### config.mk
export PLATFORM = sky130hd
export DESIGN_NAME = mac_tx_and_size_statistics
export DESIGN_NICKNAME = d
export VERILOG_FILES = /design/src/logic/stats_pkg.sv /design/src/logic/mac_tx_and_size_statistics.sv
export SDC_FILE = /design/constraint.sdc
export NUM_CORES = 2
export LEC_CHECK = 0
export BUFFER_PORTS_ARGS = -buffer_cell sky130_fd_sc_hd__buf_2
export CAP_MARGIN = 25
export CORE_AREA = 2 2 248 250
export CTS_CLUSTER_DIAMETER = 50
export DETAILED_ROUTE_END_ITERATION = 10
export DIE_AREA = 0 0 250 252
export GPL_TIMING_DRIVEN = 0
export PLACE_DENSITY = 0.66
export SETUP_SLACK_MARGIN = 0.2
export SYNTH_ARGS = -nofsm -noshare
export SYNTH_HDL_FRONTEND = slang
export SYNTH_SLANG_ARGS = --single-unit
### constraint.sdc
create_clock -name mclk_in -period 4.9 [get_ports mclk_in]
set_clock_uncertainty 0.2 [all_clocks]
set_input_delay 0.98 -clock mclk_in [delete_from_list [all_inputs] [get_ports mclk_in]]
set_output_delay 0.98 -clock mclk_in [all_outputs]
set_load 0.03 [all_outputs]
### src/logic/stats_pkg.sv
// Purpose: shared constants and carriers for the transmit and frame-size statistics block
// Assumes: one clock domain; engines report events on the same clock
// Notes:   counter offsets are byte addresses on a 32-bit register port
package stats_pkg;

    // ****************************************
    // register map
    // ****************************************
    localparam int unsigned ADDR_W      = 8;
    localparam int unsigned DATA_W      = 32;
    localparam int unsigned LEN_W       = 16;
    localparam int unsigned NUM_CNT     = 16;
    localparam logic [7:0]  CNT_BASE    = 8'h00;  // counters at base + 4 * index
    localparam logic [7:0]  MAX_LEN_ADDR = 8'h40; // max_rx_frame_length, read/write

    // counter indexes
    localparam int unsigned IDX_DEFER    = 0;  // tx_deferred_count
    localparam int unsigned IDX_COLL     = 1;  // tx_collision_events
    localparam int unsigned IDX_ONE      = 2;  // tx_one_collision_count
    localparam int unsigned IDX_SEVERAL  = 3;  // tx_several_collision_count
    localparam int unsigned IDX_ABANDON  = 4;  // tx_abandoned_collision_count
    localparam int unsigned IDX_LATE     = 5;  // tx_late_collision_count
    localparam int unsigned IDX_STARVE   = 6;  // tx_fifo_starve_count
    localparam int unsigned IDX_CARRIER  = 7;  // tx_carrier_loss_count
    localparam int unsigned IDX_GOOD     = 8;  // tx_good_byte_count
    localparam int unsigned IDX_BUCKET0  = 9;  // size_bucket_min .. size_bucket_large
    localparam int unsigned NUM_BUCKET   = 6;
    localparam int unsigned IDX_WIRE     = 15; // wire_utilisation_bytes

    // ****************************************
    // frame sizes and limits
    // ****************************************
    localparam logic [15:0] MIN_FRAME_BYTES = 16'h0040; // 64, also the pause frame length
    localparam logic [15:0] B_LO      = 16'h0041;       // 65
    localparam logic [15:0] C_LO      = 16'h0080;       // 128
    localparam logic [15:0] D_LO      = 16'h0100;       // 256
    localparam logic [15:0] E_LO      = 16'h0200;       // 512
    localparam logic [15:0] LARGE_LO  = 16'h0400;       // 1024
    localparam logic [15:0] MAX_LEN_RESET = 16'h05ee;   // plain default, software may change
    localparam logic [4:0]  MAX_RETRY_COLL = 5'h0f;     // the 16th collision abandons
    localparam logic [4:0]  SEVERAL_LO = 5'h02;

    // ****************************************
    // carriers
    // ****************************************
    // one report per transmit attempt, pulse on valid
    typedef struct packed {
        logic        valid;        // attempt ended this cycle
        logic        deferred;     // medium was busy when the attempt began
        logic        collision;    // attempt ended by a collision
        logic        late;         // that collision came after 512 bit-times
        logic        carrier_lost; // carrier lost or never seen
        logic        underrun;     // transmit fifo ran empty
        logic        pause;        // self-made pause frame, length forced to 64
        logic [15:0] bytes;        // bytes put on the wire in this attempt
    } tx_attempt_type;

    // one report per received frame, plus half-duplex flow-control start
    typedef struct packed {
        logic        valid;        // frame finished this cycle
        logic        fc_collide;   // reception began under half-duplex flow control
        logic [15:0] bytes;        // bytes received, up to any flow-control jam
    } rx_frame_type;

endpackage : stats_pkg

### src/logic/mac_tx_and_size_statistics.sv
// Purpose: transmit, collision, frame-size and utilisation counters beside a 10/100 mac
// Assumes: engine reports arrive on mclk_in as single-cycle pulses, no crossing needed
// Notes:   counters wrap; software reads them over the plain register port
//
// Notes on behaviour
// count deferred frames sent cleanly without collision
// count every transmit collision, including late ones; code counts only collisions without carrier loss or underrun
// half-duplex flow-control reception start counts collision
// one non-late collision then success counts single
// two to fifteen collisions then success count multiple
// sixteenth collision abandons frame, counts excessive; code counts it only without carrier loss or underrun
// late collision abandons frame, counts late
// late collision excluded from single, multiple, excessive
// late count ignores carrier loss and underrun
// count every frame that starved the fifo
// count carrier loss, frame not retransmitted
// good transmit bytes added to byte counter
// 64-byte bucket, including carrier-cut transmit frames
// middle buckets exclude failed transmit frames
// large bucket runs to configured maximum length
// buckets ignore receive errors and overruns
// utilisation adds all received and transmitted bytes
// utilisation adds bytes of every failed attempt
// received bytes counted only up to jam
// utilisation ignores all error conditions
// collision family counters ignore crc errors
// pause frames count as 64-byte frames
// counters readable, zero after reset, single increment
`timescale 1ns/1ps
`default_nettype none

module mac_tx_and_size_statistics #(
    parameter int unsigned CNT_W = 32
) (
    // clock and reset
    input  wire logic                             mclk_in,
    input  wire logic                             srst_in,
    // engine reports
    input  wire stats_pkg::tx_attempt_type        tx_report_in,
    input  wire stats_pkg::rx_frame_type          rx_report_in,
    // register port
    input  wire logic [stats_pkg::ADDR_W-1:0]     reg_addr_in,
    input  wire logic [stats_pkg::DATA_W-1:0]     reg_wdata_in,
    input  wire logic                             reg_wr_in,
    input  wire logic                             reg_rd_in,
    output logic      [stats_pkg::DATA_W-1:0]     reg_rdata_out,
    // to the transmit engine
    output logic                                  tx_abandon_out
);

    // ****************************************
    // decoding helpers
    // ****************************************
    // size bucket one-hot for a frame length against the receive limit
    function automatic logic [stats_pkg::NUM_BUCKET-1:0] size_bucket(
        input logic [stats_pkg::LEN_W-1:0] len,
        input logic [stats_pkg::LEN_W-1:0] max_len
    );
        logic [stats_pkg::NUM_BUCKET-1:0] hit;
        hit    = '0;
        hit[0] = (len == stats_pkg::MIN_FRAME_BYTES);
        hit[1] = (len >= stats_pkg::B_LO) && (len < stats_pkg::C_LO);
        hit[2] = (len >= stats_pkg::C_LO) && (len < stats_pkg::D_LO);
        hit[3] = (len >= stats_pkg::D_LO) && (len < stats_pkg::E_LO);
        hit[4] = (len >= stats_pkg::E_LO) && (len < stats_pkg::LARGE_LO);
        hit[5] = (len >= stats_pkg::LARGE_LO) && (len <= max_len);
        return hit;
    endfunction : size_bucket

    // ****************************************
    // state
    // ****************************************
    logic [CNT_W-1:0]             cnt_q [stats_pkg::NUM_CNT];
    logic [CNT_W-1:0]             inc_d [stats_pkg::NUM_CNT];
    logic [4:0]                   colls_q;   // non-late collisions of the current frame
    logic [stats_pkg::LEN_W-1:0]  max_len_q;
    logic [stats_pkg::DATA_W-1:0] rdata_q;
    logic                         abandon_q;

    // ****************************************
    // transmit attempt classification
    // ****************************************
    logic                         tx_v;
    logic                         tx_clean;
    logic                         tx_coll;
    logic                         tx_late;
    logic                         tx_early_coll;
    logic                         tx_excessive;
    logic                         tx_success;
    logic                         tx_done;
    logic                         tx_hist_ok;
    logic [stats_pkg::LEN_W-1:0]  tx_len;
    logic [stats_pkg::NUM_BUCKET-1:0] tx_bucket;
    logic [stats_pkg::NUM_BUCKET-1:0] rx_bucket;

    // pause frames 64 bytes
    assign tx_len        = tx_report_in.pause ? stats_pkg::MIN_FRAME_BYTES : tx_report_in.bytes;
    assign tx_v          = tx_report_in.valid;
    // crc never looked at
    assign tx_clean      = !tx_report_in.carrier_lost && !tx_report_in.underrun;
    assign tx_coll       = tx_v && tx_report_in.collision;
    // late collision detect
    assign tx_late       = tx_coll && tx_report_in.late;
    assign tx_early_coll = tx_coll && !tx_report_in.late;
    // sixteenth collision
    assign tx_excessive  = tx_early_coll && (colls_q == stats_pkg::MAX_RETRY_COLL);
    // carrier loss bars success; frame end follows a collision-free report, a late collision or an excessive collision only
    assign tx_success    = tx_v && !tx_report_in.collision && tx_clean;
    assign tx_done       = tx_v && (!tx_report_in.collision || tx_late || tx_excessive);
    // carrier-cut frame kept only at 64
    assign tx_hist_ok    = tx_v && !tx_report_in.collision && !tx_report_in.underrun &&
                           (!tx_report_in.carrier_lost || (tx_len == stats_pkg::MIN_FRAME_BYTES));
    // receive buckets take every valid frame from 64 bytes up; only the large bucket stops at the limit
    assign rx_bucket     = rx_report_in.valid ? size_bucket(rx_report_in.bytes, max_len_q) : '0;
    assign tx_bucket     = tx_hist_ok ? size_bucket(tx_len, max_len_q) : '0;

    // ****************************************
    // collision bookkeeping
    // ****************************************
    // count non-late collisions, clear when the frame ends
    always_ff @(posedge mclk_in) begin
        if (srst_in) begin
            colls_q <= 5'h00;
        end else if (tx_done) begin
            colls_q <= 5'h00;
        end else if (tx_early_coll) begin
            colls_q <= colls_q + 5'h01;
        end
    end

    // abandon on late or excessive
    always_ff @(posedge mclk_in) begin
        if (srst_in) begin
            abandon_q <= 1'b0;
        end else begin
            abandon_q <= tx_late || tx_excessive;
        end
    end

    // ****************************************
    // increment amounts
    // ****************************************
    // one amount per counter, zero when nothing qualifies
    always_comb begin
        for (int i = 0; i < stats_pkg::NUM_CNT; i++) begin
            inc_d[i] = '0;
        end
        // deferred clean first try
        inc_d[stats_pkg::IDX_DEFER]   = CNT_W'(tx_success && (colls_q == 5'h00) && tx_report_in.deferred);
        // collision events
        inc_d[stats_pkg::IDX_COLL]    = CNT_W'(tx_coll && tx_clean) + CNT_W'(rx_report_in.fc_collide);
        // single collision
        inc_d[stats_pkg::IDX_ONE]     = CNT_W'(tx_success && (colls_q == 5'h01));
        // multiple collisions
        inc_d[stats_pkg::IDX_SEVERAL] = CNT_W'(tx_success && (colls_q >= stats_pkg::SEVERAL_LO));
        // excessive, never after late
        inc_d[stats_pkg::IDX_ABANDON] = CNT_W'(tx_excessive && tx_clean);
        // late counted unconditionally
        inc_d[stats_pkg::IDX_LATE]    = CNT_W'(tx_late);
        // fifo starve
        inc_d[stats_pkg::IDX_STARVE]  = CNT_W'(tx_v && tx_report_in.underrun);
        // carrier loss
        inc_d[stats_pkg::IDX_CARRIER] = CNT_W'(tx_v && tx_report_in.carrier_lost);
        // good transmit bytes
        inc_d[stats_pkg::IDX_GOOD]    = tx_success ? CNT_W'(tx_len) : '0;
        // shared buckets
        for (int b = 0; b < stats_pkg::NUM_BUCKET; b++) begin
            inc_d[stats_pkg::IDX_BUCKET0 + b] = CNT_W'(rx_bucket[b]) + CNT_W'(tx_bucket[b]);
        end
        // wire utilisation
        inc_d[stats_pkg::IDX_WIRE]    = (tx_v ? CNT_W'(tx_len) : '0) +
                                        (rx_report_in.valid ? CNT_W'(rx_report_in.bytes) : '0);
    end

    // ****************************************
    // counters
    // ****************************************
    // zero after reset, one step per event
    generate
        for (genvar g = 0; g < stats_pkg::NUM_CNT; g++) begin : g_cnt
            always_ff @(posedge mclk_in) begin
                if (srst_in) begin
                    cnt_q[g] <= '0;
                end else begin
                    cnt_q[g] <= cnt_q[g] + inc_d[g];
                end
            end
        end
    endgenerate

    // ****************************************
    // register port
    // ****************************************
    // writable receive limit
    always_ff @(posedge mclk_in) begin
        if (srst_in) begin
            max_len_q <= stats_pkg::MAX_LEN_RESET;
        end else if (reg_wr_in && (reg_addr_in == stats_pkg::MAX_LEN_ADDR)) begin
            max_len_q <= reg_wdata_in[stats_pkg::LEN_W-1:0];
        end
    end

    // read data valid one cycle after strobe
    always_ff @(posedge mclk_in) begin
        if (srst_in) begin
            rdata_q <= '0;
        end else if (!reg_rd_in) begin
            rdata_q <= '0;
        end else if (reg_addr_in == stats_pkg::MAX_LEN_ADDR) begin
            rdata_q <= {{(stats_pkg::DATA_W - stats_pkg::LEN_W){1'b0}}, max_len_q};
        end else if ((reg_addr_in[1:0] == 2'h0) && (reg_addr_in < stats_pkg::MAX_LEN_ADDR)) begin
            rdata_q <= stats_pkg::DATA_W'(cnt_q[reg_addr_in[5:2]]);
        end else begin
            rdata_q <= '0;  // unmapped reads as zero
        end
    end

    assign reg_rdata_out  = rdata_q;
    assign tx_abandon_out = abandon_q;

    logic past_valid_q;
    always_ff @(posedge mclk_in) begin
        if (srst_in) begin
            past_valid_q <= 1'b0;
        end else begin
            past_valid_q <= 1'b1;
        end
    end
endmodule : mac_tx_and_size_statistics

`default_nettype wire

==> summary.txt <==
Yosys
  • Simple-gate portion of the synthesized area: 24.02%
  • Dominant synthesized flop cell: dfxtp_1
  • Post-synth EDFFs: 0
  • Synthesized cell area: 29930 sq um
  • Compound-cell area share of the yosys netlist: 5.560%
  • Yosys Warn Count: 0
  • Post-synthesis adder-cell area fraction: 5.434%
  • Mapped Cells: 3261
  • Netlist cell types: 66
  • Yosys reg bits: 566
  • Post-Synth XOR/XNOR Area: 11.79%
  • Avg Cell Area, Syn: 9.179 sq um
  • Combinational family with the most area after synthesis: simple AND/OR/NAND/NOR gates
  • Post-synthesis sequential area ratio: 37.86%
  • Post-synth ARST share: 0%
  • Syn nets: 3461
  • Multiplexer area fraction after synthesis: 12.17%

Detailed routing
  • Final WL: 85.08 mm
  • 1st-iter DRT viols: 1767
  • DRT Pass-1 Iters: 7
  • Vias/cell: 5.687
  • ANT nets after route: 0
  • Wire per inst: 19.88 microns
  • DRC: 0
  • Via count: 24333

Clock network
  • H-Tree Depth: 3
  • Deepest clock path buffer count: 3
  • TritonCTS sink count: 566
  • Hold buffer count at cts: 0
  • CTS tree: yes
  • Clk_lat worst skew: 0.63 ns
  • Cts bufs inserted: 72
  • Clock root cell: clkbuf_16
  • CTS clock-pin slew for the worst setup and hold paths: 0.06 ns

Critical path
  • Crit-path most repeated cell: a21oi_1
  • CP required: 5.20 ns
  • Worst-path fanout max: 10
  • CP max stage delay: 0.44 ns
  • Worst reg2reg startpoint: max_len_q[9]$_SDFFE_PP0P_
  • Worst Setup End Kind: register
  • Reg2reg setup slack: 0.59 ns
  • Crit path buf inv count: 3
  • Critical Path Stages: 18
  • CP top delay family: simple AND/OR/NAND/NOR gates
  • Reg2reg path depth: 17
  • Worst Path Class, Setup: in2reg
  • WP data arrival: 4.83 ns
  • Worst setup path startpoint: tx_report_in[16]
  • CP Cell Sequence: buf_2 -> clkbuf_4 -> nor2b_1 -> ha_1 -> a21o_1 -> a21oi_1 -> o21ai_0 -> a21oi_1 -> o2111ai_1 -> fa_2 -> nor2b_2 -> and4_1 -> clkbuf_2 -> nor3b_4 -> and2_1 -> nand4_1 -> xor2_1 -> nor2_1
  • Slowest CP cell: fa_2
  • Nature of the critical path startpoint: input pin

STA
  • Setup TNS: 0 ns
  • RSZ-0062 raised after global routing: true
  • Worst slew pin tran: 1.124 ns
  • Setup violators final: 0
  • Slew Viols, Final: 0
  • Clock period minus worst slack: 4.527 ns
  • F_max: 0.2209 GHz
  • Count of final hold-check violations: 0
  • Tcrit/Tclk final: 92.38%
  • Relative slew slack: 25.03%

Placement
  • GP Congestion: 0.9530
  • Dpl hpwl: 66.54 mm
  • I/O Buffers: 99

GRT
  • Global route hottest layer: met2
  • First-pass GRT wire length: 132.1 mm
  • Grt met3 use: 3.951%
  • GR Util All Layers: 27.19%
  • Initial antenna violation count: 4
  • Gr ovfl total: 0
  • Met1 Use GR: 36.10%
  • Largest net degree at the start of global routing: 14
  • Number of global-route vias before repair: 23488
  • M2 GR Usage: 45.46%

Final layout
  • Layout cells sized above 1: 12.39%
  • Most common cell after layout, fill and taps aside: dfxtp_1
  • Fillers: 5336
  • Final design utilization: 56.91%
  • Final nets: 3643
  • Layout Area Growth over Synthesis: 14.34%
  • Commonest non-fill, non-tap cells in the layout: dfxtp_1, nor2_1, nand2_1

Power
  • Cell Pwr Density: 332.5 nW/um^2
  • Leakage: 13.10 nW
  • Worst vdd ir: 0.2842 mV

Floorplan
  • I/O Pins: 118
  • Die area: 63000 sq um
  • Die width: 250 microns
  • Die height: 252 microns
  • Core area: 60130 sq um
  • Core Rows: 90
  • Initial Util: 49.78%

Hold path
  • Cell depth of the worst hold path: 2
  • Hold Startpoint: max_len_q[8]$_SDFFE_PP1P_
  • Hold Path Class: reg2reg

Run
  • Max Cap Viol: 0

Run status
  • Status: completed
## report_power, final
group | total [W] | switching [W] | internal (W)
combinational | 0.00103 | 0.000648 | 0.000382
clock | 0.00562 | 0.00214 | 0.00348
sequential | 0.00473 | 0.0000544 | 0.00467
total | 0.0114 | 0.00285 | 0.00853
## what timing repair did
item,CTS,global route
endpoints found under the setup margin,43,31
pin swaps,1,2
cloned,0,0
buffers inserted,0,1
resized for setup,14,21
## registers in the layout (all words and copies together), names as in the netlist
signal and flops:
cnt_q 512, max_len_q 16, tx_abandon_out 1, reg_rdata_out 32
colls_q 5
## synthesized netlist by cell type (all sizes together), types with 90 or more instances
| cell | number | area share (%) |
|---|---|---|
| ha | 90 | 3.8 |
| inv | 118 | 1.5 |
| clkbuf | 108 | 1.4 |
| nor2 | 487 | 6.1 |
| nand4 | 98 | 2.0 |
| dfxtp | 566 | 38 |
| o21ai | 93 | 1.6 |
| nand2 | 313 | 3.9 |
| xnor2 | 131 | 3.8 |
| mux4 | 160 | 12 |
| xor2 | 272 | 8.0 |
| nand3 | 165 | 2.8 |
| a21oi | 125 | 2.1 |
## cell type report
class                   count  area, sq um  area share, %
inverters                 118        442.9          1.294
flip-flops and latches    566        11330          33.11
well taps                 782        978.4          2.859
multi-input cells        2449        17790          51.99
diodes                      1        2.502       0.007312
clock buffers              90         1982          5.791
clock inverters            37        556.8          1.627
plain buffers             128        509.2          1.488
repair buffers            108        628.1          1.835
## cell families after synthesis
group | after synthesis
mux | 163
xor+xnor | 403
flops | 566
simple gates | 1478
compound gates | 290
buf+inv | 246
fa+ha+maj | 115
## worst paths after layout
path | endpoint
worst max-delay path | cnt_q[14][31]$_SDFF_PP0_
worst min-delay path | reg_rdata_out[8]$_SDFF_PP0_
worst min register to register | reg_rdata_out[8]$_SDFF_PP0_
worst max register to register | cnt_q[14][31]$_SDFF_PP0_
## per-stage QoR
step | hold WS, ns | setup slack [ns] | instance area [sq um] | total power, W | cells
3_3_place_gp | 0.2584 | -0.9891 | 31410 | 0.005812 | 4142
6_report | 0.2712 | 0.3735 | 34220 | 0.01138 | 4279
3_5_place_dp | 0.2594 | -1.009 | 31520 | 0.005833 | 4149
2_1_floorplan | 0.2357 | 0.3379 | 29930 | 0.005522 | 3261
4_1_cts | 0.2682 | 0.2074 | 34110 | 0.01143 | 4276
5_1_grt | 0.2869 | 0.2017 | 34220 | 0.01175 | 4278
## layer usage
| layer | wire, microns | share of wire, % |
|---|---|---|
| met1 | 36800 | 43 |
| met4 | 3269 | 3.8 |
| met3 | 5654 | 6.6 |
| met5 | 0 | 0 |
| met2 | 39350 | 46 |
## tightest hold or removal path: cells and delay by family, from the launching register on
family        cells  cell delay (ns)
simple gates      2             0.10
flops             1             0.33
Note: power is estimated with default switching activity, not from simulation.
